$ cat src/gp_timer_pkg.sv
/*
 * shared constants and types for the paired general-purpose timer.
 * assumes an APB bus with 32-bit data and byte addressing.
 */
package gp_timer_pkg;
	// ----------------------------------------------------------------
	// register word indices; each byte address is four times its index
	// ----------------------------------------------------------------
	localparam int ADDR_IDX_SHIFT = 2;
	localparam logic [11:0] IDX_LOW_COUNT = 12'h106;
	localparam logic [11:0] IDX_HOLDING = 12'h108;
	localparam logic [11:0] IDX_HIGH_COUNT = 12'h10a;
	localparam logic [11:0] IDX_LOW_PERIOD = 12'h10c;
	localparam logic [11:0] IDX_HIGH_PERIOD = 12'h10e;
	localparam logic [11:0] IDX_LOW_CTRL = 12'h110;
	localparam logic [11:0] IDX_HIGH_CTRL = 12'h112;
	localparam logic [11:0] IDX_IRQ = 12'h114;
	// odd indices would break word alignment, so the bus sees index * 4
	localparam logic [11:0] ADDR_LOW_COUNT = IDX_LOW_COUNT << ADDR_IDX_SHIFT;
	localparam logic [11:0] ADDR_HOLDING = IDX_HOLDING << ADDR_IDX_SHIFT;
	localparam logic [11:0] ADDR_HIGH_COUNT = IDX_HIGH_COUNT << ADDR_IDX_SHIFT;
	localparam logic [11:0] ADDR_LOW_PERIOD = IDX_LOW_PERIOD << ADDR_IDX_SHIFT;
	localparam logic [11:0] ADDR_HIGH_PERIOD = IDX_HIGH_PERIOD << ADDR_IDX_SHIFT;
	localparam logic [11:0] ADDR_LOW_CTRL = IDX_LOW_CTRL << ADDR_IDX_SHIFT;
	localparam logic [11:0] ADDR_HIGH_CTRL = IDX_HIGH_CTRL << ADDR_IDX_SHIFT;
	localparam logic [11:0] ADDR_IRQ = IDX_IRQ << ADDR_IDX_SHIFT;

	// ----------------------------------------------------------------
	// reset values and control fields
	// ----------------------------------------------------------------
	localparam logic [15:0] PERIOD_RESET = 16'hffff;
	localparam logic [15:0] CTRL_RESET = 16'h0000;
	localparam logic [15:0] CTRL_MASK = 16'ha07a;
	localparam int BIT_RUN = 15;
	localparam int BIT_IDLE_HALT = 13;
	localparam int BIT_GATE = 6;
	localparam int BIT_PRE_HI = 5;
	localparam int BIT_PRE_LO = 4;
	localparam int BIT_PAIR = 3;
	localparam int BIT_SRC = 1;
	localparam int BIT_IRQ_FLAG = 7;
	localparam int BIT_IRQ_EN = 7;
	localparam int BIT_LOW_FLAG = 6;
	localparam int BIT_LOW_EN = 6;
	localparam int IRQ_EN_OFS = 8;
	localparam logic [7:0] PRE_MAX_1 = 8'h00;
	localparam logic [7:0] PRE_MAX_8 = 8'h07;
	localparam logic [7:0] PRE_MAX_64 = 8'h3f;
	localparam logic [7:0] PRE_MAX_256 = 8'hff;

	typedef struct packed {
		logic run;
		logic idle_halt;
		logic gate;
		logic [1:0] prescale;
		logic pair;
		logic ext_src;
	} timer_ctrl_t;
endpackage

$ cat src/paired_gp_timer.sv
/*
 * paired 16-bit general-purpose timers, optionally joined into one 32-bit
 * timer or synchronous counter, with an APB register slave.
 * assumes the external clock/gate pin and the idle/sleep inputs are
 * synchronous to pclk.
 */
`timescale 1ns/10ps

// Function
// - paired, first timer is low word, second timer is high word.
// - paired, first control register rules; second timer's flag and enable used.
// - unpaired, each timer independent, internal timer, gated timer or synchronous counter.
// - only first timer resynchronises its prescaler output.
// - paired timer counts each cycle to combined period, then wraps to zero.
// - reading low count latches high count into holding register.
// - paired, low count write loads high count from holding register together.
// - paired counter counts external rising edges, wraps at combined period.
// - idle halts the count when halt-in-idle set; resumes after idle.
// - gated mode counts cycles only while gate pin high.
// - paired gated mode uses first timer; second gate bit ignored.
// - gate falling edge stops counting, count kept.
// - combined period match pulses the ADC trigger.
// - prescaler divides by 1, 8, 64 or 256 from bits 5:4.
// - paired mode ignores the second timer's prescaler.
// - count writes, run-bit clear or reset clear the prescaler.
// - a disabled timer's prescaler is cleared by neither high count writes nor low count writes.
// - control writes leave counts unchanged.
// - no counting during sleep.
// - paired match or gate fall sets flag bit 7; enable gates request.
// - unpaired timer counts each cycle to own period, then wraps.
module paired_gp_timer #(
	parameter int CNT_W = 16
) (
	input wire logic pclk,
	input wire logic presetn,
	input wire logic clk_en,
	input wire logic psel,
	input wire logic penable,
	input wire logic pwrite,
	input wire logic [11:0] paddr,
	input wire logic [31:0] pwdata,
	input wire logic [3:0] pstrb,
	output logic [31:0] prdata,
	output logic pready,
	output logic pslverr,
	input wire logic ext_pin_low,
	input wire logic ext_pin_high,
	input wire logic cpu_idle,
	input wire logic cpu_sleep,
	output logic adc_trigger,
	output logic irq_low,
	output logic irq_pair
);
	// ----------------------------------------------------------------
	// decode helpers
	// ----------------------------------------------------------------
	function automatic gp_timer_pkg::timer_ctrl_t unpack_ctrl(input logic [15:0] r);
		gp_timer_pkg::timer_ctrl_t c;
		c.run = r[gp_timer_pkg::BIT_RUN];
		c.idle_halt = r[gp_timer_pkg::BIT_IDLE_HALT];
		c.gate = r[gp_timer_pkg::BIT_GATE];
		c.prescale = r[gp_timer_pkg::BIT_PRE_HI:gp_timer_pkg::BIT_PRE_LO];
		c.pair = r[gp_timer_pkg::BIT_PAIR];
		c.ext_src = r[gp_timer_pkg::BIT_SRC];
		return c;
	endfunction

	function automatic logic [7:0] pre_max(input logic [1:0] sel);
		case (sel)
			2'h0: pre_max = gp_timer_pkg::PRE_MAX_1;
			2'h1: pre_max = gp_timer_pkg::PRE_MAX_8;
			2'h2: pre_max = gp_timer_pkg::PRE_MAX_64;
			default: pre_max = gp_timer_pkg::PRE_MAX_256;
		endcase
	endfunction

	// ----------------------------------------------------------------
	// registers
	// ----------------------------------------------------------------
	logic [CNT_W-1:0] count_q [2];
	logic [CNT_W-1:0] period_q [2];
	logic [15:0] ctrl_q [2];
	logic [CNT_W-1:0] holding_q;
	logic [7:0] pre_q [2];
	logic [1:0] pin_q;
	logic tick_sync_q;
	logic flag_low_q, flag_pair_q, en_low_q, en_pair_q;
	gp_timer_pkg::timer_ctrl_t cfg [2];
	logic paired;

	assign cfg[0] = unpack_ctrl(ctrl_q[0]);
	assign cfg[1] = unpack_ctrl(ctrl_q[1]);
	assign paired = cfg[0].pair;

	// apb access strobes
	logic acc, wr, rd;
	assign acc = psel && penable && clk_en;
	assign wr = acc && pwrite;
	// reads sample in the setup cycle, so low word and holding word see one edge
	assign rd = psel && !penable && !pwrite && clk_en;
	logic wr_cnt [2];
	logic wr_ctrl [2];
	assign wr_cnt[0] = wr && paddr == gp_timer_pkg::ADDR_LOW_COUNT;
	assign wr_cnt[1] = wr && paddr == gp_timer_pkg::ADDR_HIGH_COUNT;
	assign wr_ctrl[0] = wr && paddr == gp_timer_pkg::ADDR_LOW_CTRL;
	assign wr_ctrl[1] = wr && paddr == gp_timer_pkg::ADDR_HIGH_CTRL;

	// ----------------------------------------------------------------
	// prescalers and count enables
	// ----------------------------------------------------------------
	// in pair mode the second timer shares the first's setup
	logic src_tick [2];
	logic pre_tick [2];
	logic run_ok [2];
	logic gate_fall;
	logic [1:0] pin_now;
	assign pin_now = {ext_pin_high, ext_pin_low};
	assign gate_fall = pin_q[0] && !ext_pin_low && cfg[0].run && cfg[0].gate && !cfg[0].ext_src;

	genvar gi;
	generate
		for (gi = 0; gi < 2; gi++) begin : g_tmr
			gp_timer_pkg::timer_ctrl_t c;
			logic clr_pre;
			assign c = cfg[gi];
			// sleep, and idle with idle_halt set, freeze the clock tree of the timer
			assign run_ok[gi] = c.run && !cpu_sleep && !(cpu_idle && c.idle_halt);
			// pin sample of own input; counter mode sees rising edges only
			assign src_tick[gi] = c.ext_src ? (pin_now[gi] && !pin_q[gi])
				: (c.gate ? pin_now[gi] : 1'b1);
			assign pre_tick[gi] = run_ok[gi] && src_tick[gi] && pre_q[gi] == pre_max(c.prescale);
			// low or high count writes clear a running timer's prescaler; a stopped timer's prescaler is not cleared by either
			assign clr_pre = c.run && wr_cnt[0] | wr_cnt[1];
			always_ff @(posedge pclk or negedge presetn) begin
				if (!presetn) begin
					pre_q[gi] <= 8'h00;
				end else if (clk_en) begin
					if (wr_ctrl[gi] && c.run && !pwdata[gp_timer_pkg::BIT_RUN]) begin
						pre_q[gi] <= 8'h00;
					end else if (clr_pre) begin
						pre_q[gi] <= 8'h00;
					end else if (run_ok[gi] && src_tick[gi]) begin
						pre_q[gi] <= pre_tick[gi] ? 8'h00 : pre_q[gi] + 8'h01;
					end
				end
			end
		end
	endgenerate

	// pin history and first-timer resync stage
	always_ff @(posedge pclk or negedge presetn) begin
		if (!presetn) begin
			pin_q <= 2'h0;
			tick_sync_q <= 1'b0;
		end else if (clk_en) begin
			pin_q <= pin_now;
			tick_sync_q <= pre_tick[0];
		end
	end

	// first timer ticks one cycle late through its resync flop; costs latency
	logic tick_low, tick_high;
	assign tick_low = tick_sync_q && run_ok[0];
	assign tick_high = paired ? 1'b0 : pre_tick[1];

	// ----------------------------------------------------------------
	// counters
	// ----------------------------------------------------------------
	logic match_low, match_high, match_pair;
	assign match_low = count_q[0] == period_q[0];
	assign match_high = count_q[1] == period_q[1];
	assign match_pair = paired && tick_low && match_low && match_high;

	always_ff @(posedge pclk or negedge presetn) begin
		if (!presetn) begin
			count_q[0] <= '0;
			count_q[1] <= '0;
		end else if (clk_en) begin
			if (wr_cnt[0]) begin
				count_q[0] <= pwdata[CNT_W-1:0];
				if (paired) begin
					count_q[1] <= holding_q;
				end
			end else if (paired && tick_low) begin
				// low word carries into high word
				if (match_pair) begin
					count_q[0] <= '0;
					count_q[1] <= '0;
				end else if (&count_q[0]) begin
					count_q[0] <= '0;
					count_q[1] <= count_q[1] + 1'b1;
				end else begin
					count_q[0] <= count_q[0] + 1'b1;
				end
			end else if (!paired && tick_low) begin
				count_q[0] <= match_low ? '0 : count_q[0] + 1'b1;
			end
			if (wr_cnt[1]) begin
				count_q[1] <= pwdata[CNT_W-1:0];
			end else if (tick_high) begin
				count_q[1] <= match_high ? '0 : count_q[1] + 1'b1;
			end
		end
	end

	// ----------------------------------------------------------------
	// config registers and holding word
	// ----------------------------------------------------------------
	always_ff @(posedge pclk or negedge presetn) begin
		if (!presetn) begin
			period_q[0] <= gp_timer_pkg::PERIOD_RESET;
			period_q[1] <= gp_timer_pkg::PERIOD_RESET;
			ctrl_q[0] <= gp_timer_pkg::CTRL_RESET;
			ctrl_q[1] <= gp_timer_pkg::CTRL_RESET;
		end else if (clk_en && wr) begin
			case (paddr)
				gp_timer_pkg::ADDR_LOW_PERIOD: period_q[0] <= pwdata[CNT_W-1:0];
				gp_timer_pkg::ADDR_HIGH_PERIOD: period_q[1] <= pwdata[CNT_W-1:0];
				gp_timer_pkg::ADDR_LOW_CTRL: ctrl_q[0] <= pwdata[15:0] & gp_timer_pkg::CTRL_MASK;
				gp_timer_pkg::ADDR_HIGH_CTRL: ctrl_q[1] <= pwdata[15:0] & gp_timer_pkg::CTRL_MASK;
				default: ;
			endcase
		end
	end

	always_ff @(posedge pclk or negedge presetn) begin
		if (!presetn) begin
			holding_q <= '0;
		end else if (clk_en) begin
			if (wr && paddr == gp_timer_pkg::ADDR_HOLDING) begin
				holding_q <= pwdata[CNT_W-1:0];
			end else if (rd && paddr == gp_timer_pkg::ADDR_LOW_COUNT) begin
				holding_q <= count_q[1];
			end
		end
	end

	// ----------------------------------------------------------------
	// event flags: hardware set wins over software clear
	// ----------------------------------------------------------------
	logic set_pair, set_low, wr_irq;
	assign set_pair = match_pair || (paired && gate_fall) || (!paired && tick_high && match_high);
	assign set_low = !paired && ((tick_low && match_low) || gate_fall);
	assign wr_irq = wr && paddr == gp_timer_pkg::ADDR_IRQ;

	always_ff @(posedge pclk or negedge presetn) begin
		if (!presetn) begin
			flag_low_q <= 1'b0;
			flag_pair_q <= 1'b0;
			en_low_q <= 1'b0;
			en_pair_q <= 1'b0;
		end else if (clk_en) begin
			// writing zero clears a flag, writing one leaves it
			flag_pair_q <= set_pair | (flag_pair_q & ~(wr_irq & ~pwdata[gp_timer_pkg::BIT_IRQ_FLAG]));
			flag_low_q <= set_low | (flag_low_q & ~(wr_irq & ~pwdata[gp_timer_pkg::BIT_LOW_FLAG]));
			if (wr_irq) begin
				en_pair_q <= pwdata[gp_timer_pkg::IRQ_EN_OFS + gp_timer_pkg::BIT_IRQ_EN];
				en_low_q <= pwdata[gp_timer_pkg::IRQ_EN_OFS + gp_timer_pkg::BIT_LOW_EN];
			end
		end
	end

	// ----------------------------------------------------------------
	// registered outputs and apb read path
	// ----------------------------------------------------------------
	logic [31:0] rd_d;
	always_comb begin
		rd_d = 32'h0;
		case (paddr)
			gp_timer_pkg::ADDR_LOW_COUNT: rd_d[CNT_W-1:0] = count_q[0];
			gp_timer_pkg::ADDR_HOLDING: rd_d[CNT_W-1:0] = holding_q;
			gp_timer_pkg::ADDR_HIGH_COUNT: rd_d[CNT_W-1:0] = count_q[1];
			gp_timer_pkg::ADDR_LOW_PERIOD: rd_d[CNT_W-1:0] = period_q[0];
			gp_timer_pkg::ADDR_HIGH_PERIOD: rd_d[CNT_W-1:0] = period_q[1];
			gp_timer_pkg::ADDR_LOW_CTRL: rd_d[15:0] = ctrl_q[0];
			gp_timer_pkg::ADDR_HIGH_CTRL: rd_d[15:0] = ctrl_q[1];
			gp_timer_pkg::ADDR_IRQ: begin
				rd_d[gp_timer_pkg::BIT_IRQ_FLAG] = flag_pair_q;
				rd_d[gp_timer_pkg::BIT_LOW_FLAG] = flag_low_q;
				rd_d[gp_timer_pkg::IRQ_EN_OFS + gp_timer_pkg::BIT_IRQ_EN] = en_pair_q;
				rd_d[gp_timer_pkg::IRQ_EN_OFS + gp_timer_pkg::BIT_LOW_EN] = en_low_q;
			end
			default: rd_d = 32'h0;
		endcase
	end

	logic mapped;
	assign mapped = paddr inside {gp_timer_pkg::ADDR_LOW_COUNT, gp_timer_pkg::ADDR_HOLDING,
		gp_timer_pkg::ADDR_HIGH_COUNT, gp_timer_pkg::ADDR_LOW_PERIOD, gp_timer_pkg::ADDR_HIGH_PERIOD,
		gp_timer_pkg::ADDR_LOW_CTRL, gp_timer_pkg::ADDR_HIGH_CTRL, gp_timer_pkg::ADDR_IRQ};

	// zero-wait slave: pready is a flop raised in the setup cycle
	always_ff @(posedge pclk or negedge presetn) begin
		if (!presetn) begin
			pready <= 1'b0;
			pslverr <= 1'b0;
			prdata <= 32'h0;
		end else if (clk_en) begin
			pready <= psel && !penable;
			pslverr <= psel && !penable && !mapped;
			prdata <= rd ? rd_d : 32'h0;
		end
	end

	always_ff @(posedge pclk or negedge presetn) begin
		if (!presetn) begin
			adc_trigger <= 1'b0;
			irq_low <= 1'b0;
			irq_pair <= 1'b0;
		end else if (clk_en) begin
			adc_trigger <= match_pair;
			irq_pair <= flag_pair_q && en_pair_q;
			irq_low <= flag_low_q && en_low_q;
		end
	end

	// ----------------------------------------------------------------
	// checks
	// ----------------------------------------------------------------
	chk_pair_wrap: assert property (@(posedge pclk) disable iff (!presetn)
		clk_en && match_pair && !wr_cnt[0] |=> count_q[0] == '0 && count_q[1] == '0)
		else $error("paired count did not wrap on match");
	chk_hold_latch: assert property (@(posedge pclk) disable iff (!presetn)
		clk_en && rd && paddr == gp_timer_pkg::ADDR_LOW_COUNT |=> holding_q == $past(count_q[1])
		&& prdata[CNT_W-1:0] == $past(count_q[0]))
		else $error("holding register missed high word");
	chk_hold_load: assert property (@(posedge pclk) disable iff (!presetn)
		clk_en && wr_cnt[0] && paired |=> count_q[1] == $past(holding_q))
		else $error("high word not loaded from holding");
	chk_adc_pulse: assert property (@(posedge pclk) disable iff (!presetn)
		clk_en && match_pair |=> adc_trigger)
		else $error("no adc trigger on match");
	chk_sleep_hold: assert property (@(posedge pclk) disable iff (!presetn)
		clk_en && cpu_sleep && !wr_cnt[0] && !wr_cnt[1] && $past(cpu_sleep) |=> $stable(count_q[0]))
		else $error("count moved in sleep");
	chk_ctrl_keep: assert property (@(posedge pclk) disable iff (!presetn)
		clk_en && wr_ctrl[0] && !tick_low |=> count_q[0] == $past(count_q[0]))
		else $error("control write changed count");
	chk_flag_set: assert property (@(posedge pclk) disable iff (!presetn)
		clk_en && set_pair |=> flag_pair_q ##1 (irq_pair || !en_pair_q))
		else $error("pair flag or request missing");
	chk_pre_clear: assert property (@(posedge pclk) disable iff (!presetn)
		clk_en && cfg[0].run && wr_cnt[0] |=> pre_q[0] == 8'h00)
		else $error("prescaler not cleared on count write");
	chk_second_idle: assert property (@(posedge pclk) disable iff (!presetn)
		clk_en && paired && !wr_cnt[1] && !tick_low && !wr_cnt[0] |=> $stable(count_q[1]))
		else $error("high word moved without low carry");
endmodule

$ cat config.mk
export PLATFORM = sky130hd
export DESIGN_NAME = paired_gp_timer
export DESIGN_NICKNAME = d
export VERILOG_FILES = /design/src/gp_timer_pkg.sv /design/src/paired_gp_timer.sv
export SDC_FILE = /design/constraint.sdc
export NUM_CORES = 1
export LEC_CHECK = 0
export BUFFER_PORTS_ARGS = -buffer_cell sky130_fd_sc_hd__buf_2
export CORE_AREA = 2 2 156 158
export CTS_CLUSTER_SIZE = 8
export DETAILED_ROUTE_END_ITERATION = 8
export DIE_AREA = 0 0 158 160
export GPL_ROUTABILITY_DRIVEN = 0
export HOLD_SLACK_MARGIN = 0.1
export MAX_ROUTING_LAYER = met4
export SKIP_LAST_GASP = 1
export SLEW_MARGIN = 15
export SYNTH_ARGS = -nofsm -noshare
export SYNTH_HDL_FRONTEND = slang
export SYNTH_SLANG_ARGS = --single-unit
$ cat constraint.sdc
create_clock -name pclk -period 6 [get_ports pclk]
set_clock_uncertainty 0.1 [all_clocks]
set_input_delay 1.8 -clock pclk [delete_from_list [all_inputs] [get_ports pclk]]
set_output_delay 1.8 -clock pclk [all_outputs]
set_load 0.005 [all_outputs]
* After elaboration in Yosys (flattened, before gate mapping)
Cells that the tools add are included.
** Operators by class
- Multiplexer cells :: 34
- Eq/ne operators :: 17
- $add $sub $neg :: 4
- Bitwise operators :: 11
- Reductions and logical operators :: 84
** Operators by type and width (count)
- $mux W16 :: 13
- $eq A12 B11 Y1 const B :: 8
- $pmux W6 S7 :: 2
- $mux W32 :: 2
- $mux W8 :: 8
- $logic_and A1 B1 Y1 :: 49
- $pmux W8 S3 :: 2
- $add A16 B1 Y16 const B :: 2
- $eq A16 B16 Y1 :: 2
- $pmux W2 S8 :: 2
- $reduce_and A2 Y1 :: 9
- $add A8 B1 Y8 const B :: 2
- $eq A8 B8 Y1 :: 2
- $reduce_and A16 Y1 :: 1
- $logic_not A1 Y1 :: 12
- $reduce_bool A3 Y1 :: 3
- $reduce_bool A8 Y1 :: 1
- $mux W1 :: 5
- $reduce_bool A5 Y1 :: 1
- $and A1 B1 Y1 :: 4
- $eq A2 B1 Y1 const B :: 2
- $eq A2 B2 Y1 const B :: 2
- $logic_not A2 Y1 :: 2
- $ne A4 B3 Y1 const B :: 1
- 6 further kinds :: 13
** Storage, ports and cells
- Word-level logic and storage cells :: 171
- Bits in registers :: 154

* Longest topological paths before layout
- Word-level depth :: 12
- Depth in mapped cells :: 10

* Worst setup path after synthesis
OpenSTA, ideal clock, no wires.
- Path type :: input to register
- From :: input paddr[9]
- To :: register pre_q[7] (netlist bit)
- Slack :: 1922 ps
- Library setup time :: 80 ps
- Stages :: 8
- Arrival :: 3897 ps
- Data required time :: 5820 ps
- Cell sequence :: or4b_1 > buf_2 > nor4_4 > nand2_4 > o211ai_2 > o211ai_2 > or4_1 > o211ai_2
** Between the ends
- Cells in the longest elaborated chain, start to end :: 6
- Elaborated cells between the ends (all ways) :: 14
- Classes of those cells :: eq/ne (3); mux (2); bitwise (1); reduce/logical (8)
** Ends and longest elaborated chain
- start: declaration :: RTL line paired_gp_timer.sv:40 : input wire logic [11:0] paddr,
- $eq A12 B11 Y1, on equally long branches :: RTL line paired_gp_timer.sv:103, paired_gp_timer.sv:104, paired_gp_timer.sv:106
- $logic_and A1 B1 Y1, on equally long branches :: RTL line paired_gp_timer.sv:103, paired_gp_timer.sv:104, paired_gp_timer.sv:106
- $or A1 B1 Y1 or $logic_and A1 B1 Y1 (tied branches) :: RTL line paired_gp_timer.sv:133, paired_gp_timer.sv:138
- $logic_and A1 B1 Y1, on equally long branches :: RTL line paired_gp_timer.sv:133, paired_gp_timer.sv:138
- $reduce_bool A3 Y1 (no line) or $mux W8 (tied branches)
- $reduce_and A2 Y1 (no line) or $mux W8 (tied branches)
- end signal: indexed assignment :: RTL line paired_gp_timer.sv:143 : pre_q[gi] <= pre_tick[gi] ? 8'h00 : pre_q[gi] + 8'h01;
- end: declaration :: RTL line paired_gp_timer.sv:84 : logic [7:0] pre_q [2];
Several ways; a longest one is shown, not always the timed one.
A chain may end at the register's enable or synchronous reset.

* Worst setup path in the final report
- From :: input paddr[9]
- To :: register count_q[0] (netlist bit)
** Between the ends
- Cells in the longest elaborated chain, start to end :: 5
- Elaborated cells between the ends (all ways) :: 11
- Classes of those cells :: eq/ne (3); mux (3); reduce/logical (5)
** Ends and longest elaborated chain
- $eq A12 B11 Y1 :: RTL line paired_gp_timer.sv:103 : assign wr_cnt[0] = wr && paddr == gp_timer_pkg::ADDR_LOW_COUNT;
- $logic_and A1 B1 Y1 :: RTL line paired_gp_timer.sv:103
- $mux W32 :: RTL line paired_gp_timer.sv:179 : if (wr_cnt[0]) begin
- $mux W16 :: RTL line paired_gp_timer.sv:200 : end else if (tick_high) begin
- $mux W16 :: RTL line paired_gp_timer.sv:198 : if (wr_cnt[1]) begin
- end: declaration :: RTL line paired_gp_timer.sv:80 : logic [CNT_W-1:0] count_q [2];
Several ways; a longest one is shown, not always the timed one.

==> impl_metrics.py <==
metrics = {
    "timing": {
        "final-hold-violation-count": 0,
        "worst_pin_slew_ps": 1290,
        "drv_slew": 0,
        "setup_viol": 0,
        "relSlewSlack_pct": 13.2,
        "rsz0062_at_grt": "false",
        "max_clock_freq_ghz": 0.233,
        "tns_ps": 0,
        "post-route-period-util_pct": 71.5,
        "period_minus_slack_ps": 4290,
    },
    "logic_synthesis": {
        "syn_area_mm2": 0.00810,
        "async_reset_ff_share_pct": 100,
        "yosysSeqAreaShare_pct": 43.1,
        "synth_commonest_cells": "106 x dfrtp_1, 92 x nand2_1, 53 x mux2_2, 51 x clkbuf_1, 45 x xnor2_1",
        "synth_area_leaders": "dfrtp_1 33%, dfstp_2 10%, mux2_2 7.4%",
        "yosys.area.top_type_share_pct": 32.7,
        "synth-edff-count": 0,
        "postSynthCellCount": 841,
        "synth_flop_cell": "dfrtp_1",
        "yosys_warnings": 0,
        "synth-seq-cells": 138,
        "ys_types": 72,
        "synth_area_leader_cell": "dfrtp_1",
        "syn_avg_cell_area_um2": 9.63,
        "yosysMostFrequentCell": "dfrtp_1",
    },
    "setup_path": {
        "start_kind": "input pin",
        "worstPathRequired_ps": 6250,
        "cp-end-kind": "register",
        "crit_fanout": 16,
        "path_class": "input pin to register",
        "worstPathArrival_ps": 4540,
    },
    "clock_tree": {
        "h-tree-depth": 4,
        "cts.clk_slew.worst_paths_ps": 60,
        "cts_inserted_buffers": 17,
        "cts.path.max_buffers": 2,
        "cts_tree": "done",
        "ctsResizeCount": 0,
        "cts_root_buf": "clkbuf_16",
        "ctsHoldBuffers": 0,
        "insertion_delay_ps": 430,
        "cts_sinks": 138,
        "cts_setup_buffers": 0,
    },
    "grt": {
        "grt_use_met1_pct": 27.7,
        "grt_pass1_wl_mm": 38.5,
        "antenna_found_initial": 0,
        "grt_use_met3_pct": 4.56,
        "grt_usage_pct": 20.6,
        "grt-busiest-layer": "met2",
        "grt_pass1_vias": 6581,
        "overflow": 0,
        "grtUsageMet2_pct": 30.9,
        "grt_max_degree": 89,
    },
    "placement": {
        "place_hpwl_mm": 17.6,
        "numPortBuffers": 58,
    },
    "floorplanning": {
        "die-area_mm2": 0.0253,
        "io_pins": 95,
        "fp.dieH_um": 160,
        "core_mm2": 0.0238,
        "fp.dieW_um": 158,
        "row_count": 57,
        "start_util_pct": 34.0,
    },
    "run": {
        "max_cap_violations": 0,
    },
    "route": {
        "routed_wl_mm": 24.8,
        "viasPerCell": 5.71,
        "drt-initial-drc-count": 763,
        "routedWlPerCell_um": 20.4,
        "drc_errors": 0,
        "postRouteAntennaNets": 0,
        "dr_total_vias": 6934,
        "dr.pass1.iters": 9,
    },
    "run_status": {
        "outcome": "finished, final reports clean",
    },
    "final_layout": {
        "final_layout_size_suffix_gt1_share_pct": 22.9,
        "areaGrowthSynthToFinish_pct": 13.9,
        "antenna_cells": 0,
        "final_nets": 940,
    },
    "power": {
        "p_leak_nw": 4.14,
        "powerDensity_mw_per_mm2": 221,
        "power_w": 0.00204,
        "irDropWorstVdd_mv": 0.215,
    },
    "hold_path": {
        "hold_path.class": "register to register",
    },
}
-- sequential cells by signal (all words and copies together), names as in the netlist, 2 cells and up --
register	cells
cfg	14
period_q	32
pre_q	16
pin_q	2
count_q	32
holding_q	16
prdata	16
-- power by group --
part / switching, W / internal, W
Clock: 0.000396 / 0.000631
Combinational: 0.0000560 / 0.0000190
Sequential: 0.00000156 / 0.000935
Total: 0.000453 / 0.00158
-- final timing paths --
kind                                            end                    start  slack [ps]  cells past startpoint
max                          count_q[0]$_DFFE_PN0P_                 paddr[9]        1710                      8
min in group asynchronous   count_q[11]$_DFFE_PN0P_                  presetn        1340                      1
max in group asynchronous  period_q[25]$_DFFE_PN1P_                  presetn        3520                      2
min                           prdata[1]$_DFFE_PN0P_    prdata[1]$_DFFE_PN0P_         370                      1
min reg2reg                   prdata[1]$_DFFE_PN0P_    prdata[1]$_DFFE_PN0P_         370                      1
max reg2reg                  count_q[0]$_DFFE_PN0P_  count_q[19]$_DFFE_PN0P_        2600                      7
-- per-layer routing --
| layer | up-vias | part of all wire, % |
|---|---|---|
| met5 | - | 0 |
| met4 | 0 | 2.4 |
| met3 | 47 | 8.6 |
| met2 | 309 | 47 |
| met1 | 3399 | 42 |
| li1 | 3179 | - |
-- layout make-up --
| class | instances | area (um2) |
|---|---|---|
| Multi-Input combinational cell | 632 | 4280 |
| Inverter | 11 | 41.3 |
| Timing Repair Buffer | 78 | 447 |
| Sequential cell | 138 | 3490 |
| Tap cell | 324 | 405 |
| Clock inverter | 8 | 95.1 |
| Clock buffer | 24 | 472 |
| Fill cell | 2369 | 14600 |
-- cell families after synthesis --
family,count (synthesis),synth area share (%)
and+or+nand+nor,253,16.3
AOI/OAI and AO/OA,239,20.2
DFF,138,43.1
buffers and inverters,86,4.86
muxes,69,9.34
xor gates and xnor gates,50,5.40
adders and majority gates,5,0.741
other,1,0.0463
-- cells in the final DEF, fill, tap and decap left out, types with 10 or more instances in the layout --
cell type and n:
buf_2 57, and3_1 10, a31oi_1 13, inv_1 10, clkbuf_16 17, or3_1 10
o21ai_1 35, dfrtp_1 106, nor2_1 30, a21oi_1 41, dfstp_2 32, a21o_1 29
xnor2_1 45, a222oi_1 22, nand3_1 31, a22oi_1 10, buf_4 20, nand2_1 92
conb_1 16, o21ai_0 35, mux2_2 53, nand4_1 18, mux2i_1 16, a221o_1 10
-- through the flow --
step / utilization, % / setup slack [ps] / hold slack [ps] / instances / cell area [um2]
2_1_floorplan: - / 1920 / 372 / 856 / 8160
3_3_place_gp: 36.4 / 1420 / 357 / 1183 / 8660
3_5_place_dp: 36.4 / 1380 / 363 / 1183 / 8660
4_1_cts: 38.7 / 1810 / 377 / 1215 / 9230
5_1_grt: 38.7 / 1490 / 391 / 1215 / 9230
6_report: 38.7 / 1710 / 369 / 1215 / 9230
-- worst max-delay path, cell delays in order --
cell	delay, ps
buf_2	110
nor4b_2	550
nand3_1	230
or3_1	660
a31oi_1	270
o31a_1	550
o21ai_0	200
o21ai_1	160
(Power assumes the default switching activity.)
